$ cat src/design/irq_agg_pkg.sv
// constants for the reader interrupt aggregator
// assumes one 8-bit register port driven by the serial host engine
package irq_agg_pkg;

  // register addresses
  localparam logic [7:0] ADDR_MAIN_MASK   = 8'h14;
  localparam logic [7:0] ADDR_TIMER_MASK  = 8'h15;
  localparam logic [7:0] ADDR_ERROR_MASK  = 8'h16;
  localparam logic [7:0] ADDR_MAIN_PEND   = 8'h17;
  localparam logic [7:0] ADDR_TIMER_PEND  = 8'h18;
  localparam logic [7:0] ADDR_ERROR_PEND  = 8'h19;

  // reset and default values
  localparam logic [7:0] MASK_RESET       = 8'h00;
  localparam logic [7:0] PEND_RESET       = 8'h00;
  localparam logic [7:0] RDATA_UNMAPPED   = 8'h00;

  // main mask only keeps bits 7..2; bits 1..0 are unused
  localparam logic [7:0] MAIN_MASK_USED   = 8'hFC;

  // bit positions inside the main registers
  localparam int BIT_OSC   = 7;
  localparam int BIT_LEVEL = 6;
  localparam int BIT_RXS   = 5;
  localparam int BIT_RXE   = 4;
  localparam int BIT_TXE   = 3;
  localparam int BIT_COL   = 2;
  localparam int BIT_TIM   = 1;
  localparam int BIT_ERR   = 0;

  // number of directly latched main events (bits 7..2)
  localparam int MAIN_EVT_W = 6;
  // width of each detail register
  localparam int DETAIL_W   = 8;

endpackage

$ cat src/design/sticky_flags.sv
// bank of sticky event flags; set beats clr_all, soft_clr beats set
// assumes set and clear pulses come from logic on the same clock
`timescale 1ns/1ps
module sticky_flags #(
  parameter int W = 8
) (
  input  wire logic         clk_sys,
  input  wire logic         reset_n,
  input  wire logic         soft_clr,
  input  wire logic [W-1:0] set_bits,
  input  wire logic         clr_all,
  output logic      [W-1:0] flags
);

  logic [W-1:0] flags_r;    // latched events
  logic [W-1:0] flags_nxt;  // next value

  // clr_all never eats an event arriving in the same cycle; soft_clr drops it
  assign flags_nxt = soft_clr ? '0 : ((clr_all ? '0 : flags_r) | set_bits);
  assign flags     = flags_r;

  // flag storage
  always_ff @(posedge clk_sys or negedge reset_n)
  begin
    if (!reset_n)
    begin
      flags_r <= '0;
    end
    else
    begin
      flags_r <= flags_nxt;
    end
  end

endmodule

$ cat src/design/reader_interrupt_aggregator.sv
// interrupt collection, masking and clear-on-read registers
// assumes a host register port on clk_sys (from the serial engine)
// and one-cycle event pulses or levels from logic on the same clock
`timescale 1ns/1ps

// Functional notes
// - main mask holds six suppress bits 7..2
// - timer/field mask, one suppress bit per source
// - error/wake-up mask, one suppress bit per source
// - all masks reset to zero, also on default
// - oscillator stable after enable sets bit 7
// - receive with FIFO nearly full sets level flag
// - transmit with FIFO nearly empty sets level flag
// - receive start/end, transmit end, collision latch
// - bit 1 summarises timer/field detail register
// - bit 0 summarises error/wake-up detail register
// - main pending register read-only, resets zero
// - main read clears 7..2; summaries clear via detail
// - timer/field detail register read-only, mask order
module reader_interrupt_aggregator (
  input  wire logic       clk_sys,
  input  wire logic       reset_n,
  // set-default command, one-cycle pulse
  input  wire logic       set_default,
  // host register port
  input  wire logic [7:0] reg_addr,
  input  wire logic       reg_wr,
  input  wire logic       reg_rd,
  input  wire logic [7:0] reg_wdata,
  output logic      [7:0] reg_rdata,
  // oscillator
  input  wire logic       osc_enable,
  input  wire logic       osc_stable,
  // FIFO water level
  input  wire logic       receiving,
  input  wire logic       transmitting,
  input  wire logic       fifo_nearly_full,
  input  wire logic       fifo_nearly_empty,
  // framing events, one-cycle pulses
  input  wire logic       rx_start_evt,
  input  wire logic       rx_end_evt,
  input  wire logic       tx_end_evt,
  input  wire logic       bit_col_evt,
  // detail sources, one-cycle pulses in register bit order
  input  wire logic [7:0] timer_field_evt,
  input  wire logic [7:0] error_wakeup_evt,
  // interrupt to the host
  output logic            irq
);

  // mask registers
  logic [7:0] main_irq_mask_r;        // main suppress bits
  logic [7:0] main_irq_mask_nxt;
  logic [7:0] timer_field_irq_mask_r; // timer/field suppress bits
  logic [7:0] timer_field_irq_mask_nxt;
  logic [7:0] error_wakeup_irq_mask_r;// error/wake-up suppress bits
  logic [7:0] error_wakeup_irq_mask_nxt;

  // edge detection state
  logic osc_ready_r;   // last stable-and-enabled level
  logic level_cond_r;  // last water-level condition
  logic [7:0] reg_rdata_r;
  logic [7:0] reg_rdata_nxt;

  // flag bank outputs
  logic [irq_agg_pkg::MAIN_EVT_W-1:0] main_flags;
  logic [irq_agg_pkg::DETAIL_W-1:0]   timer_flags;
  logic [irq_agg_pkg::DETAIL_W-1:0]   error_flags;

  // address match, shared by read and write decode
  function automatic logic hit(input logic [7:0] a, input logic [7:0] ref_a);
    hit = (a == ref_a);
  endfunction

  // decoded strobes
  wire wr_main_mask  = reg_wr && hit(reg_addr, irq_agg_pkg::ADDR_MAIN_MASK);
  wire wr_timer_mask = reg_wr && hit(reg_addr, irq_agg_pkg::ADDR_TIMER_MASK);
  wire wr_error_mask = reg_wr && hit(reg_addr, irq_agg_pkg::ADDR_ERROR_MASK);
  wire rd_main_pend  = reg_rd && hit(reg_addr, irq_agg_pkg::ADDR_MAIN_PEND);
  wire rd_timer_pend = reg_rd && hit(reg_addr, irq_agg_pkg::ADDR_TIMER_PEND);
  wire rd_error_pend = reg_rd && hit(reg_addr, irq_agg_pkg::ADDR_ERROR_PEND);

  // oscillator ready edge
  // only a rising ready level counts, so a steady oscillator fires once
  wire osc_ready     = osc_enable && osc_stable;
  wire osc_evt       = osc_ready && !osc_ready_r;

  wire level_rx      = receiving && fifo_nearly_full;
  wire level_tx      = transmitting && fifo_nearly_empty;
  wire level_cond    = level_rx || level_tx;
  // edge, so the host gets one flag per crossing, not one per cycle
  wire level_evt     = level_cond && !level_cond_r;

  wire [irq_agg_pkg::MAIN_EVT_W-1:0] main_set =
    {osc_evt, level_evt, rx_start_evt, rx_end_evt, tx_end_evt, bit_col_evt};

  wire tim_summary   = |timer_flags;
  wire err_summary   = |error_flags;

  // assembled main pending view
  wire [7:0] main_irq_pending = {main_flags, tim_summary, err_summary};

  wire main_active   = |(main_irq_pending[irq_agg_pkg::BIT_OSC:irq_agg_pkg::BIT_COL]
                         & ~main_irq_mask_r[irq_agg_pkg::BIT_OSC:irq_agg_pkg::BIT_COL]);
  wire tim_active    = |(timer_flags & ~timer_field_irq_mask_r);
  wire err_active    = |(error_flags & ~error_wakeup_irq_mask_r);
  // summaries are gated by their detail masks, not the unused main bits
  assign irq         = main_active || tim_active || err_active;

  // main mask write, unused bits held at zero
  assign main_irq_mask_nxt = set_default ? irq_agg_pkg::MASK_RESET :
    wr_main_mask ? (reg_wdata & irq_agg_pkg::MAIN_MASK_USED) : main_irq_mask_r;
  assign timer_field_irq_mask_nxt = set_default ? irq_agg_pkg::MASK_RESET :
    wr_timer_mask ? reg_wdata : timer_field_irq_mask_r;
  assign error_wakeup_irq_mask_nxt = set_default ? irq_agg_pkg::MASK_RESET :
    wr_error_mask ? reg_wdata : error_wakeup_irq_mask_r;

  // read data mux; pending registers accept no write
  assign reg_rdata_nxt =
    hit(reg_addr, irq_agg_pkg::ADDR_MAIN_MASK)  ? main_irq_mask_r :
    hit(reg_addr, irq_agg_pkg::ADDR_TIMER_MASK) ? timer_field_irq_mask_r :
    hit(reg_addr, irq_agg_pkg::ADDR_ERROR_MASK) ? error_wakeup_irq_mask_r :
    hit(reg_addr, irq_agg_pkg::ADDR_MAIN_PEND)  ? main_irq_pending :
    hit(reg_addr, irq_agg_pkg::ADDR_TIMER_PEND) ? timer_flags :
    hit(reg_addr, irq_agg_pkg::ADDR_ERROR_PEND) ? error_flags :
    irq_agg_pkg::RDATA_UNMAPPED;

  assign reg_rdata = reg_rdata_r;

  // mask registers, zero at reset and default
  always_ff @(posedge clk_sys or negedge reset_n)
  begin
    if (!reset_n)
    begin
      main_irq_mask_r         <= irq_agg_pkg::MASK_RESET;
      timer_field_irq_mask_r  <= irq_agg_pkg::MASK_RESET;
      error_wakeup_irq_mask_r <= irq_agg_pkg::MASK_RESET;
    end
    else
    begin
      main_irq_mask_r         <= main_irq_mask_nxt;
      timer_field_irq_mask_r  <= timer_field_irq_mask_nxt;
      error_wakeup_irq_mask_r <= error_wakeup_irq_mask_nxt;
    end
  end

  // edge history and read data capture
  always_ff @(posedge clk_sys or negedge reset_n)
  begin
    if (!reset_n)
    begin
      osc_ready_r  <= 1'b0;
      level_cond_r <= 1'b0;
      reg_rdata_r  <= irq_agg_pkg::PEND_RESET;
    end
    else
    begin
      osc_ready_r  <= osc_ready;
      level_cond_r <= level_cond;
      // hold last answer between reads
      if (reg_rd)
      begin
        reg_rdata_r <= reg_rdata_nxt;
      end
    end
  end

  sticky_flags #(
    .W (irq_agg_pkg::MAIN_EVT_W)
  ) u_main_flags (
    .clk_sys  (clk_sys),
    .reset_n  (reset_n),
    .soft_clr (set_default),
    .set_bits (main_set),
    .clr_all  (rd_main_pend),
    .flags    (main_flags)
  );

  // timer/field detail, cleared by its own read
  sticky_flags #(
    .W (irq_agg_pkg::DETAIL_W)
  ) u_timer_flags (
    .clk_sys  (clk_sys),
    .reset_n  (reset_n),
    .soft_clr (set_default),
    .set_bits (timer_field_evt),
    .clr_all  (rd_timer_pend),
    .flags    (timer_flags)
  );

  // error/wake-up detail, cleared by its own read
  sticky_flags #(
    .W (irq_agg_pkg::DETAIL_W)
  ) u_error_flags (
    .clk_sys  (clk_sys),
    .reset_n  (reset_n),
    .soft_clr (set_default),
    .set_bits (error_wakeup_evt),
    .clr_all  (rd_error_pend),
    .flags    (error_flags)
  );
endmodule

$ cat config.mk
export PLATFORM = sky130hd
export DESIGN_NAME = reader_interrupt_aggregator
export DESIGN_NICKNAME = d
export VERILOG_FILES = /design/src/design/irq_agg_pkg.sv /design/src/design/sticky_flags.sv /design/src/design/reader_interrupt_aggregator.sv
export SDC_FILE = /design/constraint.sdc
export NUM_CORES = 1
export LEC_CHECK = 0
export BUFFER_PORTS_ARGS = -buffer_cell sky130_fd_sc_hd__buf_2
export CAP_MARGIN = 20
export CORE_MARGIN = 2
export CORE_UTILIZATION = 25
export DETAILED_ROUTE_END_ITERATION = 7
export PLACE_DENSITY = 0.4
export SYNTH_ARGS = -nofsm -noshare
export SYNTH_HDL_FRONTEND = slang
export SYNTH_SLANG_ARGS = --single-unit
$ cat constraint.sdc
create_clock -name clk_sys -period 1.57 [get_ports clk_sys]
set_input_delay 0.0785 -clock clk_sys [delete_from_list [all_inputs] [get_ports clk_sys]]
set_output_delay 0.0785 -clock clk_sys [all_outputs]
set_load 0.005 [all_outputs]
==> metrics.csv <==
metric,value,unit
Final Hold Viols,0,
Post-Synthesis Cells,289,
Register-to-Register Setup Slack,70,ps
RR Startpoint,u_error_flags.flags[7],
post-DP HPWL,6900,um
max cap viols,0,
leak pwr,1.69,nW
Slew headroom,66.8,%
CTS Sinks,54,
CP cell instances,"inv_2, o22ai_4, a2111oi_4, nand4_1, buf_2",
vias,2518,
die area,12000,um^2
Worst Hold Class,primary input to flip-flop,
DR iter-0 viols,133,
layout cell share with drive strength beyond 1,32.8,%
Longest Clk Path Bufs,2,
final setup fails,1,
hold path start,reg_wdata[6],
synth warn,0,
"Seq/Total Area, Yosys",48.4,%
first-pass GRT wire length,14800,um
H-tree depth,2,
Root Driver,clkbuf_8,
critical path's largest stage delay,420,ps
Die Y,110,um
final-report max-slew violation count,0,
Antenna Violating Nets Remaining,0,
hold endpoint,main_irq_mask_r[6],
Syn Nets,336,
final setup TNS,-21.4,ps
Max Freq,628,MHz
#FFs+latches synth,54,
per-cell routed wire length,17.7,um
RSZ-0062 raised after global routing,true,
largest net degree at the start of global routing,55,
CP startpoint,u_error_flags.flags[7],
status,"complete, but fails checks",
Critical Path AT,1510,ps
total CTS buffers,5,
Core ar.,10900,um^2
initial antenna violation count,0,
worst slew pin tran,498,ps
port bufs,55,
vias in the first global route,2503,
Synth Area per Inst,9.66,um^2
GRT Util Overall,16.6,%
final setup margin,-21.4,ps
Finished Cell Area,3920,um^2
Routed WL,9380,um
Top Ports,56,
Worst-Skew Late Latency,320,ps
number of remaining DRC errors,0,
peak fanout along the critical path,2,
Fill cells,1108,
Startpoint Class,flip-flop,
n_diodes,0,
WHS Path Cells,3,
Reg2Reg Depth,5,
fin crit share,101,%
aggregate global routing overflow,0,
Row Count,38,
Crit-path slowest cell,dfrtp_1,
"Reg clk slew, reported paths",100,ps
Layout Nets,436,
Worst setup EP type,output pin,
TritonCTS clock tree,done,
GPL Wtd Cong,0.841,
Initial Utilization,25.6,%
Initial DRT Pass Iterations,4,
Vias/cell,4.75,
Die X,110,um
clock period minus worst slack,1590,ps
PD cells,764,nW/um^2
DP Area,3470,um^2
peak supply drop,349,uV
"Req. time, crit path",1490,ps
post-synthesis cell type count,38,
worst r2r dst,reg_rdata[7],
Layout Skew,5.41,ps
critical path type,flip-flop to output pin,
failing checks,setup timing,
Layout area overhead,40.4,%
Synth Cell Area,2790,um^2
-- where the power goes --
group | internal, mW | switching, mW
sequential | 1.44 | 0.0576
combinational | 0.230 | 0.226
clock | 0.526 | 0.510
-- cell families (layout without fill, tap and decap cells) --
family	count (synthesis)	in the layout	share of synthesized area, %
mux	26	26	11.1
flops	54	54	48.4
simple gates	100	100	19.4
compound gates	69	69	15.0
buf+inv	40	141	6.09
-- cells in the final DEF, fill, tap and decap left out, types with 6 or more instances in the layout --
cell           count
a21oi_2           12
buf_4             27
dlygate4sd3_1     25
clkbuf_8           6
buf_2             55
inv_1             19
nand2_1           14
a21oi_1           28
mux2i_1           22
dfrtp_1           50
o22ai_1            6
nand2b_1           8
nand3_1            7
nor2_1            44
-- sequential cells by signal, summed over array words and instances, names as in the netlist --
| name | count |
|---|---|
| osc_ready_r | 1 |
| u_main_flags.flags | 6 |
| reg_rdata | 8 |
| u_timer_flags.flags | 8 |
| u_error_flags.flags | 8 |
| error_wakeup_irq_mask_r | 8 |
| timer_field_irq_mask_r | 8 |
| main_irq_mask_r | 6 |
| level_cond_r | 1 |
-- timing repair --
action / in CTS / in global routing
hold buffers: 25 / 0
resized for setup: 7 / 8
setup buffers: 3 / 0
endpoints found under the hold margin: 76 / 0
pin swaps: 3 / 3
setup endpoints to repair: 1 / 2
-- stage by stage --
step | instances | hold slack (ps) | setup slack, ps | power (mW) | util, %
2_1_floorplan | 289 | -217 | -146 | 1.70 | -
3_3_place_gp | 494 | 106 | -242 | 1.91 | 31.9
3_5_place_dp | 494 | 109 | -282 | 1.92 | 31.9
4_1_cts | 530 | 17.6 | -57.7 | 3.05 | 35.8
5_1_grt | 530 | 23.5 | -108 | 3.13 | 36.0
6_report | 530 | 30.5 | -21.4 | 2.99 | 36.0
-- cell type report --
class / count / area, um^2 / share of cell area (%)
clock inverters: 2 / 38.8 / 0.989
well taps: 140 / 175 / 4.47
repair buffers: 111 / 808 / 20.6
clock buffers: 6 / 82.6 / 2.11
inverters: 22 / 82.6 / 2.11
flip-flops and latches: 54 / 1360 / 34.6
multi-input cells: 195 / 1380 / 35.1
-- synthesized netlist by cell type --
| master | n | area share [%] |
|---|---|---|
| dfrtp_1 | 54 | 48 |
| nor2_1 | 44 | 5.9 |
| a21oi_1 | 40 | 7.2 |
| inv_1 | 22 | 3.0 |
| mux2i_1 | 22 | 7.9 |
| nand2_1 | 14 | 1.9 |
| clkbuf_1 | 13 | 1.7 |
| nand2b_1 | 8 | 1.8 |
| o22ai_1 | 8 | 1.8 |
| nand3_1 | 7 | 1.3 |
| a221oi_1 | 4 | 1.3 |
| a2bb2oi_1 | 4 | 1.3 |
| mux4_2 | 4 | 3.2 |
| nor4_1 | 4 | 0.90 |
| o21ai_0 | 4 | 0.72 |
| nand3b_1 | 3 | 0.81 |
| nor2b_1 | 3 | 0.67 |
| nor4_4 | 3 | 2.3 |
| a222oi_1 | 2 | 0.72 |
| a32oi_1 | 2 | 0.63 |
| buf_1 | 2 | 0.27 |
| nor3_1 | 2 | 0.36 |
| or3_1 | 2 | 0.45 |
| or4_1 | 2 | 0.54 |
| or4b_1 | 2 | 0.72 |
| or4bb_1 | 2 | 0.81 |
| a2111oi_0 | 1 | 0.31 |
| a22o_1 | 1 | 0.31 |
| a31oi_1 | 1 | 0.22 |
| and2_1 | 1 | 0.22 |
| buf_2 | 1 | 0.18 |
| buf_6 | 1 | 0.40 |
| buf_8 | 1 | 0.54 |
| nand4_1 | 1 | 0.22 |
| o2111ai_1 | 1 | 0.31 |
| o221ai_1 | 1 | 0.31 |
| or2_2 | 1 | 0.22 |
| or4b_2 | 1 | 0.36 |
-- metal layers --
metal	share of wire, %	routed length (um)	vias to the layer above	global-route usage [%]
li1	-	-	1224	-
met3	4.2	394	9	2.43
met2	46	4350	61	26.5
met4	1.1	99	0	3.62
met1	48	4530	1224	23.9
met5	0	0	-	0
-- worst max path at each step --
stage	endpoint	slack, ps	depth (start not counted)
finish	irq	-20	5
global route	irq	-110	5
CTS	irq	-60	5
detailed placement	u_timer_flags.flags[3]	-280	6
global placement	u_timer_flags.flags[4]	-240	6
floorplan	error_wakeup_irq_mask_r[0]	-150	6
-- critical path: cells and delay by family (launching register included) --
kind	cells	cell delay [ps]
flops	1	420
compound gates	2	400
simple gates	1	140
buf+inv	2	240
Power figures use the tool's default switching activity.
